File: src/verilog/mtc_pkg.sv
// Package for the motor timer, capture and interrupt-gating slice.
// Assumes an AHB-Lite slave with 32-bit data; each 8-bit register sits in one word.
package mtc_pkg;
    // Register byte offsets (word aligned)
    localparam logic [7:0] MTC_OFF_TIMER = 8'h00;
    localparam logic [7:0] MTC_OFF_TIMER_LOW = 8'h04;
    localparam logic [7:0] MTC_OFF_PREV_CAP = 8'h08;
    localparam logic [7:0] MTC_OFF_CUR_CAP = 8'h0c;
    localparam logic [7:0] MTC_OFF_COMP = 8'h10;
    localparam logic [7:0] MTC_OFF_DEMAG = 8'h14;
    localparam logic [7:0] MTC_OFF_WEIGHT = 8'h18;
    localparam logic [7:0] MTC_OFF_PRESCALE = 8'h1c;
    localparam logic [7:0] MTC_OFF_MASK = 8'h20;
    localparam logic [7:0] MTC_OFF_STATUS = 8'h24;
    localparam logic [7:0] MTC_OFF_CTRL = 8'h28;
    // Common reset value of every register
    localparam logic [7:0] MTC_RST_BYTE = 8'h00;
    // Mask and status bit positions
    localparam int MTC_BIT_PWM = 7;
    localparam int MTC_BIT_SPEED = 6;
    localparam int MTC_BIT_RATIO = 5;
    localparam int MTC_BIT_CURRENT_LIMIT_ENABLE = 4;
    localparam int MTC_BIT_ESTOP = 3;
    localparam int MTC_BIT_ZERO = 2;
    localparam int MTC_BIT_DEMAG = 1;
    localparam int MTC_BIT_COMM = 0;
    // Status positions differing from mask layout
    localparam int MTC_ST_UP = 6;
    localparam int MTC_ST_DOWN = 5;
    // Prescaler fields
    localparam int MTC_SA_HI = 7;
    localparam int MTC_SA_LO = 4;
    localparam int MTC_ST_HI = 3;
    localparam int MTC_ST_LO = 0;
    // Control register bit positions
    localparam int MTC_CTL_AUTO = 0;
    localparam int MTC_CTL_SPEED = 1;
    localparam int MTC_CTL_VMODE_CUR = 2;
    localparam int MTC_CTL_WSRC = 3;
    localparam int MTC_CTL_HDM = 4;
    localparam int MTC_CTL_SDM = 5;
    localparam int MTC_CTL_SWCAP = 6;
    // AHB transfer type NONSEQ bit
    localparam int MTC_HTRANS_NSQ = 1;

    // Bus address-phase capture
    typedef struct packed {
        logic valid;
        logic write;
        logic [7:0] addr;
    } mtc_aph_s;

    // Hardware event inputs bundled together
    typedef struct packed {
        logic pwm_update;
        logic speed_tick;
        logic ratio_up;
        logic ratio_down;
        logic current_limit;
        logic estop;
        logic zero_cross;
        logic demag_end;
        logic demag_capture;
        logic commutation;
    } mtc_evt_s;

    // Whole block state
    typedef struct packed {
        mtc_aph_s aph;
        logic [7:0] rdata;
        logic [7:0] tmr_hi;
        logic [7:0] tmr_lo;
        logic [7:0] prev_cap;
        logic [7:0] cur_cap;
        logic [7:0] comp;
        logic [7:0] demag;
        logic [7:0] weight;
        logic [7:0] prescale;
        logic [7:0] mask;
        logic [7:0] status;
        logic [7:0] ctrl;
        logic cap_hold;
        logic [2:0] irq;
    } mtc_state_s;
endpackage

File: src/verilog/mtc_regs.sv
// Motor timer, captures, compare, weight multiplier and interrupt gating.
// Assumes one AHB-Lite master, synchronous event pulses from motor logic on hclk,
// and the processor's global mask given as a level on the same clock.
//
// Design decisions made here: the address map and the AHB-Lite slave port.
`timescale 1ns/10ps
module mtc_regs #(
    parameter int PRESCALE_W = 4
) (
    // Clock and reset
    input wire logic hclk,
    input wire logic hresetn,
    // AHB-Lite slave
    input wire logic hsel,
    input wire logic [31:0] haddr,
    input wire logic [1:0] htrans,
    input wire logic hwrite,
    input wire logic [2:0] hsize,
    input wire logic [31:0] hwdata,
    input wire logic hready,
    output logic [31:0] hrdata,
    output logic hreadyout,
    output logic hresp,
    // Motor-side events and capture source
    input wire mtc_pkg::mtc_evt_s events,
    input wire logic [7:0] demag_capture_val,
    input wire logic global_irq_masked,
    // Interrupt vector requests
    output logic [2:0] irq_req,
    // Views for the motor logic
    output logic [7:0] next_commutation_compare,
    output logic [3:0] current_sense_rate,
    output logic [3:0] timer_prescale_ratio,
    output logic step_tick
);
    mtc_pkg::mtc_state_s st_r;
    mtc_pkg::mtc_state_s st_nxt;
    // Prescaler divider for the step timer
    logic [15:0] div_r;
    logic [15:0] div_nxt;

    // Decoded write strobe for one register offset
    function automatic logic wr_hit(input mtc_pkg::mtc_aph_s a, input logic [7:0] off);
        return a.valid && a.write && (a.addr == off);
    endfunction

    // Decoded read strobe, used at the address phase
    function automatic logic rd_hit(input logic take, input logic wr, input logic [7:0] ad,
                                    input logic [7:0] off);
        return take && !wr && (ad == off);
    endfunction

    logic take;
    logic [7:0] wb;
    logic auto_mode;
    logic speed_mode;
    logic [15:0] prod;
    logic [15:0] cnt16;
    logic [7:0] pend;
    logic div_done;

    // Always ready, always OKAY: every access finishes in one wait-free data phase
    assign hreadyout = 1'b1;
    assign hresp = 1'b0;
    assign hrdata = {24'h000000, st_r.rdata};
    assign irq_req = st_r.irq;
    assign next_commutation_compare = st_r.comp;
    assign current_sense_rate = st_r.prescale[mtc_pkg::MTC_SA_HI:mtc_pkg::MTC_SA_LO];
    assign timer_prescale_ratio = st_r.prescale[mtc_pkg::MTC_ST_HI:mtc_pkg::MTC_ST_LO];
    assign step_tick = div_done;

    assign take = hsel && hready && htrans[mtc_pkg::MTC_HTRANS_NSQ];
    assign wb = hwdata[7:0];
    assign auto_mode = st_r.ctrl[mtc_pkg::MTC_CTL_AUTO];
    assign speed_mode = st_r.ctrl[mtc_pkg::MTC_CTL_SPEED];
    assign cnt16 = {st_r.tmr_hi, st_r.tmr_lo};
    // Multiplier source picked by the weight source select bit; the capture being taken on this
    // zero-cross is the live timer, and the one it pushes into the previous slot is today's current
    assign prod = (st_r.ctrl[mtc_pkg::MTC_CTL_WSRC] ? st_r.cur_cap : st_r.tmr_hi) * st_r.weight;
    // Timer advances once per 2^ratio clocks; larger ratio slows the step timer.
    // Greater-or-equal so that lowering the ratio takes effect at once instead of after a wrap
    assign div_done = (div_r >= ((16'h0001 << timer_prescale_ratio) - 16'h0001));

    // Prescale divider
    always_comb begin
        div_nxt = div_done ? 16'h0000 : div_r + 16'h0001;
    end

    // Next-state logic for the whole block
    always_comb begin
        st_nxt = st_r;
        // Capture the address phase for the following data phase
        if (hready) begin
            st_nxt.aph.valid = take;
            st_nxt.aph.write = hwrite;
            st_nxt.aph.addr = haddr[7:0];
        end
        // Read data is registered in the address phase
        if (take && !hwrite) begin
            case (haddr[7:0])
                mtc_pkg::MTC_OFF_TIMER: st_nxt.rdata = st_r.tmr_hi;
                mtc_pkg::MTC_OFF_TIMER_LOW: st_nxt.rdata = st_r.tmr_lo;
                mtc_pkg::MTC_OFF_PREV_CAP: st_nxt.rdata = st_r.prev_cap;
                mtc_pkg::MTC_OFF_CUR_CAP: st_nxt.rdata = st_r.cur_cap;
                mtc_pkg::MTC_OFF_COMP: st_nxt.rdata = st_r.comp;
                mtc_pkg::MTC_OFF_DEMAG: st_nxt.rdata = st_r.demag;
                mtc_pkg::MTC_OFF_WEIGHT: st_nxt.rdata = st_r.weight;
                mtc_pkg::MTC_OFF_PRESCALE: st_nxt.rdata = st_r.prescale;
                mtc_pkg::MTC_OFF_MASK: st_nxt.rdata = st_r.mask;
                mtc_pkg::MTC_OFF_STATUS: st_nxt.rdata = st_r.status;
                mtc_pkg::MTC_OFF_CTRL: st_nxt.rdata = st_r.ctrl;
                default: st_nxt.rdata = 8'h00; // Unmapped reads as zero
            endcase
        end
        // Step timer: 8-bit normally, 16-bit pair in speed mode
        if (div_done) begin
            if (speed_mode) begin
                {st_nxt.tmr_hi, st_nxt.tmr_lo} = cnt16 + 16'h0001;
            end else begin
                st_nxt.tmr_hi = st_r.tmr_hi + 8'h01;
            end
        end
        // Software writes override the count
        if (wr_hit(st_r.aph, mtc_pkg::MTC_OFF_TIMER)) begin
            st_nxt.tmr_hi = wb;
        end
        if (wr_hit(st_r.aph, mtc_pkg::MTC_OFF_TIMER_LOW)) begin
            st_nxt.tmr_lo = wb;
        end
        // Plain register writes
        if (wr_hit(st_r.aph, mtc_pkg::MTC_OFF_PREV_CAP)) begin
            st_nxt.prev_cap = wb;
        end
        if (wr_hit(st_r.aph, mtc_pkg::MTC_OFF_CUR_CAP)) begin
            st_nxt.cur_cap = wb;
        end
        if (wr_hit(st_r.aph, mtc_pkg::MTC_OFF_COMP)) begin
            st_nxt.comp = wb;
        end
        if (wr_hit(st_r.aph, mtc_pkg::MTC_OFF_DEMAG)) begin
            st_nxt.demag = wb;
        end
        if (wr_hit(st_r.aph, mtc_pkg::MTC_OFF_WEIGHT)) begin
            st_nxt.weight = wb;
        end
        if (wr_hit(st_r.aph, mtc_pkg::MTC_OFF_PRESCALE)) begin
            st_nxt.prescale = wb;
        end
        if (wr_hit(st_r.aph, mtc_pkg::MTC_OFF_MASK)) begin
            st_nxt.mask = wb;
        end
        if (wr_hit(st_r.aph, mtc_pkg::MTC_OFF_CTRL)) begin
            st_nxt.ctrl = wb;
        end
        // Ratio events step the prescale field; it saturates rather than wrapping
        if (events.ratio_up && !events.ratio_down && st_r.prescale[3:0] != 4'hf) begin
            st_nxt.prescale[3:0] = st_r.prescale[3:0] + 4'h1;
        end else if (events.ratio_down && !events.ratio_up && st_r.prescale[3:0] != 4'h0) begin
            st_nxt.prescale[3:0] = st_r.prescale[3:0] - 4'h1;
        end
        // Capture handling
        if (speed_mode) begin
            // Reading the high capture freezes captures until the low one is read
            if (rd_hit(take, hwrite, haddr[7:0], mtc_pkg::MTC_OFF_CUR_CAP)) begin
                st_nxt.cap_hold = 1'b1;
            end
            if (rd_hit(take, hwrite, haddr[7:0], mtc_pkg::MTC_OFF_PREV_CAP)) begin
                st_nxt.cap_hold = 1'b0;
            end
            if (!st_r.cap_hold && (events.zero_cross ||
                (st_r.ctrl[mtc_pkg::MTC_CTL_SWCAP] &&
                 rd_hit(take, hwrite, haddr[7:0], mtc_pkg::MTC_OFF_TIMER)))) begin
                st_nxt.cur_cap = st_r.tmr_hi;
                st_nxt.prev_cap = st_r.tmr_lo;
            end
        end else begin
            st_nxt.cap_hold = 1'b0;
            if (events.zero_cross) begin
                st_nxt.prev_cap = st_r.cur_cap;
                st_nxt.cur_cap = st_r.tmr_hi;
                if (auto_mode) begin
                    st_nxt.comp = prod[15:8];
                end
            end
            // Hardware demag detection stores the captured value
            if (events.demag_capture && st_r.ctrl[mtc_pkg::MTC_CTL_HDM]) begin
                st_nxt.demag = demag_capture_val;
            end
        end
        // Status flags: software writes load the byte, or only clear bits written 0 in autoswitched mode; hardware set wins
        if (wr_hit(st_r.aph, mtc_pkg::MTC_OFF_STATUS)) begin
            st_nxt.status = auto_mode ? (st_r.status & wb) : wb;
        end
        st_nxt.status[mtc_pkg::MTC_BIT_PWM] = st_nxt.status[mtc_pkg::MTC_BIT_PWM] | events.pwm_update;
        st_nxt.status[mtc_pkg::MTC_ST_UP] = st_nxt.status[mtc_pkg::MTC_ST_UP] | events.ratio_up;
        st_nxt.status[mtc_pkg::MTC_ST_DOWN] = st_nxt.status[mtc_pkg::MTC_ST_DOWN] | events.ratio_down;
        st_nxt.status[mtc_pkg::MTC_BIT_CURRENT_LIMIT_ENABLE] = st_nxt.status[mtc_pkg::MTC_BIT_CURRENT_LIMIT_ENABLE] |
            (events.current_limit && !st_r.ctrl[mtc_pkg::MTC_CTL_VMODE_CUR]);
        st_nxt.status[mtc_pkg::MTC_BIT_ESTOP] = st_nxt.status[mtc_pkg::MTC_BIT_ESTOP] | events.estop;
        st_nxt.status[mtc_pkg::MTC_BIT_ZERO] = st_nxt.status[mtc_pkg::MTC_BIT_ZERO] | events.zero_cross;
        st_nxt.status[mtc_pkg::MTC_BIT_DEMAG] = st_nxt.status[mtc_pkg::MTC_BIT_DEMAG] | events.demag_end;
        st_nxt.status[mtc_pkg::MTC_BIT_COMM] = st_nxt.status[mtc_pkg::MTC_BIT_COMM] | events.commutation;
        // Interrupt vectors follow registered pending flags
        st_nxt.irq[0] = !global_irq_masked && (pend[7] | pend[5] | pend[3]);
        st_nxt.irq[1] = !global_irq_masked && (pend[2] | pend[1] | pend[0]);
        st_nxt.irq[2] = !global_irq_masked && (pend[6] | pend[4]);
    end

    // Speed error flag lives beside the status byte since the status layout has no slot
    logic speed_err_r;
    logic speed_match;
    // Speed-mode match of demag register against the live timer
    assign speed_match = speed_mode && (st_r.tmr_hi == st_r.demag) && (st_r.demag != 8'h00);

    // Pending-and-enabled terms, one per interrupt source
    always_comb begin
        pend[7] = st_r.status[mtc_pkg::MTC_BIT_PWM] & st_r.mask[mtc_pkg::MTC_BIT_PWM];
        pend[6] = speed_err_r & st_r.mask[mtc_pkg::MTC_BIT_SPEED];
        pend[5] = (st_r.status[mtc_pkg::MTC_ST_UP] | st_r.status[mtc_pkg::MTC_ST_DOWN]) &
                  st_r.mask[mtc_pkg::MTC_BIT_RATIO];
        pend[4] = st_r.status[mtc_pkg::MTC_BIT_CURRENT_LIMIT_ENABLE] & st_r.mask[mtc_pkg::MTC_BIT_CURRENT_LIMIT_ENABLE] &
                  !st_r.ctrl[mtc_pkg::MTC_CTL_VMODE_CUR];
        pend[3] = st_r.status[mtc_pkg::MTC_BIT_ESTOP] & st_r.mask[mtc_pkg::MTC_BIT_ESTOP];
        pend[2] = st_r.status[mtc_pkg::MTC_BIT_ZERO] & st_r.mask[mtc_pkg::MTC_BIT_ZERO];
        pend[1] = st_r.status[mtc_pkg::MTC_BIT_DEMAG] & st_r.mask[mtc_pkg::MTC_BIT_DEMAG] &
                  (st_r.ctrl[mtc_pkg::MTC_CTL_HDM] | st_r.ctrl[mtc_pkg::MTC_CTL_SDM]);
        pend[0] = st_r.status[mtc_pkg::MTC_BIT_COMM] & st_r.mask[mtc_pkg::MTC_BIT_COMM];
    end

    // Speed error flag: set by match, cleared by writing 1 to control bit 7; set wins
    always_ff @(posedge hclk or negedge hresetn) begin
        if (!hresetn) begin
            speed_err_r <= 1'b0;
        end else if (speed_match) begin
            speed_err_r <= 1'b1;
        end else if (wr_hit(st_r.aph, mtc_pkg::MTC_OFF_CTRL) && wb[7]) begin
            speed_err_r <= 1'b0;
        end
    end

    // State register; every field resets to zero
    always_ff @(posedge hclk or negedge hresetn) begin
        if (!hresetn) begin
            st_r <= '0;
            div_r <= 16'h0000;
        end else begin
            st_r <= st_nxt;
            div_r <= div_nxt;
        end
    end

    // Requests drop when the global mask is set
    irq_gate_a: assert property (@(posedge hclk) disable iff (!hresetn)
        $rose(global_irq_masked) |=> (irq_req == 3'b000)) else $error("irq while masked");
    // Zero-cross in autoswitched mode loads compare from product
    auto_load_a: assert property (@(posedge hclk) disable iff (!hresetn)
        (events.zero_cross && auto_mode && !speed_mode) |=> (next_commutation_compare == $past(prod[15:8])))
        else $error("compare not loaded");
    // Ratio-up steps the prescale field by one
    ratio_up_a: assert property (@(posedge hclk) disable iff (!hresetn)
        (events.ratio_up && !events.ratio_down && timer_prescale_ratio != 4'hf &&
         !wr_hit(st_r.aph, mtc_pkg::MTC_OFF_PRESCALE))
        |=> timer_prescale_ratio == $past(timer_prescale_ratio) + 4'h1) else $error("ratio up");
    // Ratio-down steps the prescale field down by one
    ratio_dn_a: assert property (@(posedge hclk) disable iff (!hresetn)
        (events.ratio_down && !events.ratio_up && timer_prescale_ratio != 4'h0 &&
         !wr_hit(st_r.aph, mtc_pkg::MTC_OFF_PRESCALE))
        |=> timer_prescale_ratio == $past(timer_prescale_ratio) - 4'h1) else $error("ratio down");
    // Held captures do not move
    cap_hold_a: assert property (@(posedge hclk) disable iff (!hresetn)
        (st_r.cap_hold && speed_mode && !st_r.aph.write) |=> $stable(st_r.cur_cap)) else $error("capture moved");
    // Current-limit flag never sets in current mode
    current_limit_enable_mode_a: assert property (@(posedge hclk) disable iff (!hresetn)
        (events.current_limit && st_r.ctrl[mtc_pkg::MTC_CTL_VMODE_CUR] && !st_r.status[4]
         && !wr_hit(st_r.aph, mtc_pkg::MTC_OFF_STATUS)) |=> !st_r.status[4]) else $error("current_limit_enable set");
    // Enabled zero-cross raises vector 1 two cycles later
    zero_irq_a: assert property (@(posedge hclk) disable iff (!hresetn)
        (events.zero_cross && st_r.mask[2] && !global_irq_masked) ##1 (!global_irq_masked && st_r.mask[2]
         && !wr_hit(st_r.aph, mtc_pkg::MTC_OFF_STATUS)) |=> irq_req[1]) else $error("no zero irq");
    // Speed match sets speed error
    speed_err_a: assert property (@(posedge hclk) disable iff (!hresetn)
        speed_match |=> speed_err_r) else $error("speed error lost");
endmodule

File: config.mk
export PLATFORM = sky130hd
export DESIGN_NAME = mtc_regs
export DESIGN_NICKNAME = d
export VERILOG_FILES = /design/src/verilog/mtc_pkg.sv /design/src/verilog/mtc_regs.sv
export SDC_FILE = /design/constraint.sdc
export NUM_CORES = 1
export LEC_CHECK = 0
export BUFFER_PORTS_ARGS = -buffer_cell sky130_fd_sc_hd__buf_2
export CAP_MARGIN = 20
export CELL_PAD_IN_SITES_DETAIL_PLACEMENT = 1
export CELL_PAD_IN_SITES_GLOBAL_PLACEMENT = 1
export CORE_ASPECT_RATIO = 0.8
export CORE_UTILIZATION = 30
export CTS_CLUSTER_DIAMETER = 30
export DETAILED_ROUTE_END_ITERATION = 10
export PLACE_DENSITY = 0.61
export RECOVER_POWER = 50
export SLEW_MARGIN = 30
export SYNTH_ARGS = -nofsm -noshare
export SYNTH_HDL_FRONTEND = slang
export SYNTH_SLANG_ARGS = --single-unit
File: constraint.sdc
create_clock -name hclk -period 6.7 [get_ports hclk]
set_input_delay 0.335 -clock hclk [delete_from_list [all_inputs] [get_ports hclk]]
set_output_delay 0.335 -clock hclk [all_outputs]
set_load 0.01 [all_outputs]
==> impl_metrics.yaml, run 1 <==
status:
  status: "finished with violations"
  violations: "capacitance limit, slew limit"
floorplanning:
  fp.dieH_um: 167
  initial_core_util: 0.304
  rows: 60
  die_w_um: 208
  core_um2: 33600
  dieArea_um2: 34800
  io_pins: 147
critical_path:
  rr_worst_depth: 17
  r2r-end: "next_commutation_compare[5]$_DFF_PN0_"
  crit_chain: "mux2i_1 > buf_4 > nor2b_1 > fa_1 > fa_1 > fa_1 > inv_1 > fa_1 > inv_1 > ha_1 > a211oi_1 > nand3_1 > o22ai_2 > o21bai_2 > o31ai_1 > xor2_1 > o21ai_0"
  rrSetupSlack_ps: 1380
  critical_path.startpoint: "st_r[7]$_DFFE_PN0P_"
  critPathMostFrequentCell: "fa_1"
  start_kind: "flip-flop"
  arrival_ps: 5610
  cp-endpoint: "next_commutation_compare[5]$_DFF_PN0_"
  crit_slowest_cell: "dfrtp_1"
  required_ps: 6990
  slowest_delay_ps: 660
  crit_type: "flip-flop to flip-flop"
  critPathMaxFanout: 11
  endpoint_kind: "flip-flop"
  r2r_start: "st_r[7]$_DFFE_PN0P_"
grt:
  grt_pass1_vias: 8185
  grt_max_degree: 67
  antenna_found_initial: 1
  grt-ovfl-total: 0
  grt_pass1_wl_um: 49600
  grt_use_total: 0.187
power:
  p_per_area_nw_per_um2: 386
  p_leak_uw: 0.00491
  ir_worst_vdd_v: 0.000259
detailed_routing:
  drt-wirelength-per-cell_um: 20.4
  drt_pass1_iterations: 5
  drc_errors: 0
  ant_nets: 0
  drtIter0Drc: 417
  via_count: 7929
  totalWireLength_um: 31300
  drt-vias-per-instance: 5.16
finish:
  drive_above_1_share: 0.150
  fin_nets: 1282
  final_cells: 1538
  areaGrowthSynthToFinish_pct: 9.41
  antennaDiodeCount: 0
clock_network:
  numCtsBuffers: 17
  cts_tree: "yes"
  cts.path.max_buffers: 2
  htreeDepth: 4
  post_cts_buffers: 0
  cts_resized: 0
  clk_pin_slew_ps: 60
  worstSkewPairLatency_ps: 450
  root_buffer: "clkbuf_16"
  holdBufCountCts: 1
  clock-sinks: 127
min_path:
  hp-class: "input port to flip-flop"
  whs_path_depth: 2
timing:
  fin_crit_ps: 5320
  finalMaxSlewViolations: 164
  fmax_mhz: 188
  setup_viol_count_final: 0
  layout_setup_ws_ps: 1380
  setup_tns_ps: 0
  final_hold_viol_count: 0
  rsz0062_at_grt: "false"
  worst_slew_pin_slew_ps: 3860
  slew_headroom: -1.57
  period_share: 0.794
  fin_skew_ps: 13.4
synth:
  syn_area_per_cell_um2: 9.51
  synth-edff-count: 0
  synth_top_cell_area_share: 0.311
  synth-seq-cells: 127
  yosys_warnings: 0
  yosysMostFrequentCell: "dfrtp_1"
  async_reset_ff_frac: 1.00
  synth_area_leaders: "dfrtp_1, ha_1, fa_1, mux2i_1, mux2_2"
  syn_area_um2: 10200
  syn_inst: 1073
  ys_types: 73
  ys_seq_area_frac: 0.311
  ys.flop_type: "dfrtp_1"
  synth.top_cells.by_count: "dfrtp_1, nand2_1, nor2_1, mux2i_1, ha_1"
  synth_top_area_cell: "dfrtp_1"
placed_design:
  gp_congestion: 0.880
  port_buffers: 67
  pre_cts_ws_ps: 1350
  dp_hpwl_um: 23600
  dp_cells: 1508
run:
  maxCapViolCount: 3
critical path: cells and delay by family, from the launching register on:
family	cells	cell delay, ps
adder cells (fa/ha/maj)	5	2400
AO/OA/AOI/OAI	5	1030
flip-flops	1	660
multiplexers	1	350
buffers and inverters	3	340
AND/OR/NAND/NOR	2	200
XOR/XNOR	1	170
cell usage in the layout (no fill, tap or decap), drive strengths merged, types with 4 or more instances in the layout:
master,n
nor2b,47
a22oi,7
buf,49
nor2,74
mux2,54
a221oi,6
o21ai,60
fa,35
nor3,16
xor2,19
and2,8
conb,26
nand2b,19
clkbuf,52
nor4,7
a21oi,46
nand4,10
and3,14
a211oi,9
a31oi,12
nand3,29
nand2,90
o22ai,18
ha,60
clkinv,4
inv,56
a22o,4
xnor2,28
mux2i,67
a21o,7
dfrtp,127
worst min path at each step:
stage,endpoint,slack (ps),startpoint
after floorplan,auto_mode$_DFFE_PN0P_,40,hresetn
after global placement,st_r[12]$_DFF_PN0_,390,hresetn
after detailed placement,st_r[17]$_DFF_PN0_,400,hresetn
after CTS,irq_req[2]$_DFF_PN0_,60,global_irq_masked
after global routing,irq_req[0]$_DFF_PN0_,70,global_irq_masked
final,irq_req[2]$_DFF_PN0_,90,global_irq_masked
area by class of cell:
class / instances / area, um^2
fillers: 3843 / 22400
multi-input cells: 811 / 6260
flip-flops and latches: 127 / 3180
well taps: 434 / 543
clock buffers: 22 / 464
repair buffers: 80 / 394
inverters: 57 / 214
clock inverters: 7 / 113
kinds of logic (layout without fill, tap and decap cells):
family	after synthesis	count (layout)	synth area share
AND/OR/NAND/NOR	327	327	0.165
adder cells (fa/ha/maj)	95	95	0.142
other	2	26	0.000736
flip-flops	127	127	0.311
AO/OA/AOI/OAI	193	193	0.125
buffers and inverters	159	166	0.0842
multiplexers	123	123	0.131
XOR/XNOR	47	47	0.0403
metrics by stage:
| stage | utilization | cell area [um^2] | hold slack [ps] | total power (uW) |
|---|---|---|---|---|
| after floorplan | - | 10300 | 39.4 | 2810 |
| after detailed placement | 0.317 | 10600 | 400 | 3410 |
| final | 0.333 | 11200 | 86.0 | 4310 |
| after CTS | 0.334 | 11200 | 58.4 | 4400 |
| after global routing | 0.333 | 11200 | 74.6 | 4740 |
| after global placement | 0.317 | 10600 | 394 | 3350 |
registers in the layout, summed over array words and instances (netlist names):
signal and flops:
current_sense_rate 4, div_r 16, speed_err_r 1, auto_mode 1, cnt16 16, st_r 65
timer_prescale_ratio 4, irq_req 3, speed_mode 1, next_commutation_compare 8, hrdata 8
metal layers:
layer / track usage / vias to the layer above / wire [um]
li1: - / 3703 / -
met1: 0.271 / 4077 / 15700
met2: 0.289 / 122 / 14200
met3: 0.0321 / 27 / 1090
met4: 0.0415 / 0 / 343
met5: 0 / - / 0
report_power, final:
group          switching (uW)  internal [uW]
sequential                227            905
clock                     351            595
combinational            1280            950
total                    1860           2450
Note: power is estimated with default switching activity, not from simulation.
==> run 2, diff against run 1 <==
--- a/config.mk
+++ b/config.mk
@@ -13,7 +13,7 @@
 export CORE_UTILIZATION = 30
 export CTS_CLUSTER_DIAMETER = 30
 export DETAILED_ROUTE_END_ITERATION = 10
-export PLACE_DENSITY = 0.61
+export PLACE_DENSITY = 0.63
 export RECOVER_POWER = 50
 export SLEW_MARGIN = 30
 export SYNTH_ARGS = -nofsm -noshare
==> constraint.sdc (replaced) <==
create_clock -name hclk -period 4.8 [get_ports hclk]
set_input_delay 0.24 -clock hclk [delete_from_list [all_inputs] [get_ports hclk]]
set_output_delay 0.24 -clock hclk [all_outputs]
set_load 0.01 [all_outputs]
==> impl_metrics.yaml, run 2 (synthesized netlist as in run 1, its figures left out) <==
status:
  status: "finished with violations"
  violations: "capacitance limit, slew limit"
placed_design:
  place_area_um2: 10900
  port_buffers: 67
  dp_cells: 1539
  dp_hpwl_um: 24600
  pre_cts_ws_ps: -72.4
  gp_congestion: 0.874
min_path:
  hp-class: "input port to flip-flop"
  whs_path_depth: 3
floorplanning:
  fp.dieH_um: 167
  initial_core_util: 0.304
  rows: 60
  core_um2: 33600
  dieArea_um2: 34800
  die_w_um: 208
  io_pins: 147
critical_path:
  arrival_ps: 4970
  critPathBufInv: 3
  crit_chain: "mux2i_2 > buf_4 > nor2b_2 > fa_1 > fa_1 > fa_1 > inv_1 > fa_1 > inv_1 > ha_4 > a211oi_2 > nand3_2 > o22ai_4 > o21bai_4 > o31ai_2 > xor2_1 > o21ai_0"
  rr_worst_depth: 17
  critPathMaxFanout: 8
  worst-path-stages: 17
  required_ps: 5100
  slowest_delay_ps: 550
  crit_type: "flip-flop to flip-flop"
  crit_slowest_cell: "fa_1"
  start_kind: "flip-flop"
  endpoint_kind: "flip-flop"
  critical_path.top_delay_family: "adder cells"
  critPathMostFrequentCell: "fa_1"
detailed_routing:
  drt_pass1_iterations: 5
  drc_errors: 0
  drtIter0Drc: 406
  drt-vias-per-instance: 5.14
  via_count: 8130
  ant_nets: 0
  totalWireLength_um: 32700
  drt-wirelength-per-cell_um: 20.7
clock_network:
  numCtsBuffers: 17
  htreeDepth: 4
  root_buffer: "clkbuf_16"
  worstSkewPairLatency_ps: 440
  cts_tree: "yes"
  clk_pin_slew_ps: 60
  clock-sinks: 127
  cts.path.max_buffers: 2
timing:
  worst_slew_pin_slew_ps: 2090
  fmax_mhz: 214
  rsz0062_at_grt: "true"
  period_share: 0.973
  slew_headroom: -0.397
  final_hold_viol_count: 0
  finalMaxSlewViolations: 81
  fin_crit_ps: 4670
  fin_hold_ws_ps: 51.9
  fin_skew_ps: 9.17
  setup_viol_count_final: 0
  layout_setup_ws_ps: 129
grt:
  grt_use_total: 0.193
  grt_pass1_vias: 8491
  antenna_found_initial: 3
  grt_pass1_wl_um: 51000
  grt_max_degree: 81
  grt-ovfl-total: 0
run:
  maxCapViolCount: 1
finish:
  areaGrowthSynthToFinish_pct: 14.4
  fillers: 3840
  fin_nets: 1321
  drive_above_1_share: 0.202
  largest_reg_flops: 65
  mostFrequentLayoutCells: "dfrtp_1, nand2_1, nor2_1"
  top_register: "st_r"
  final_cells: 1581
  mostFrequentLayoutCell: "dfrtp_1"
  fin_area_um2: 11700
power:
  power_frac_comb: 0.568
  ir_worst_vdd_v: 0.000364
  seqPwrFrac: 0.235
  switching_power_uw: 2900
  power_uw: 6710
  swShare: 0.432
  p_int_uw: 3810
  p_per_area_nw_per_um2: 574
  p_leak_uw: 0.00510
  pwr-share-clk: 0.197
-- run 2: layer usage --
layer / part of all wire / global-route usage / vias up / routed length [um]
li1: - / - / 3786 / -
met1: 0.48 / 0.271 / 4108 / 15700
met2: 0.45 / 0.295 / 202 / 14600
met3: 0.059 / 0.0496 / 30 / 1930
met4: 0.013 / 0.0473 / 4 / 435
met5: 0.00067 / 0 / - / 22
-- run 2: worst paths after layout --
check                                 startpoint                                     to  slack [ps]
max in group asynchronous                hresetn                    st_r[7]$_DFFE_PN0P_        1530
setup / recovery             st_r[7]$_DFFE_PN0P_  next_commutation_compare[5]$_DFF_PN0_         130
min in group asynchronous                hresetn                   cnt16[1]$_DFFE_PN0P_         960
hold / removal                         events[5]                     st_r[16]$_DFF_PN0_          50
setup reg to reg             st_r[7]$_DFFE_PN0P_  next_commutation_compare[5]$_DFF_PN0_         130
hold reg to reg            hrdata[5]$_DFFE_PN0P_                  hrdata[5]$_DFFE_PN0P_         500
-- run 2: area by class of cell --
class                           count  area [um^2]  share of cell area
Antenna cell                        1         2.50            0.000214
Clock buffer                       22          484              0.0415
Clock inverter                     10          110             0.00943
Sequential cell                   127         3180               0.272
Tap cell                          434          543              0.0465
Multi-Input combinational cell    811         6440               0.551
Timing Repair Buffer              119          704              0.0603
Inverter                           57          214              0.0183
-- run 2: power by group through the flow --
stage	combinational, uW	clock [uW]	sequential (uW)
6_report	3810	1320	1580
5_1_grt	4280	1390	1600
4_1_cts	3400	1350	1570
3_5_place_dp	3360	0	1580
3_3_place_gp	3260	0	1570
2_1_floorplan	2500	0	1420
-- run 2: per-stage QoR --
stage | TNS, ps | util
detailed placement | -169 | 0.324
finish | 0 | 0.348
global route | -123 | 0.348
floorplan | 0 | -
global placement | -53.1 | 0.323
CTS | 0 | 0.343
-- run 2: what timing repair did --
action                                 CTS  global route
setup endpoints to repair                5             9
endpoints found under the hold margin   86             0
hold buffers                             6             0
buffers inserted                         0             3
resized for setup                        2            35
pin swaps                                0            12
-- run 2: worst min-delay path, cell delays in order --
cell     delay, ps
buf_2          100
inv_1           40
o21ai_0         60
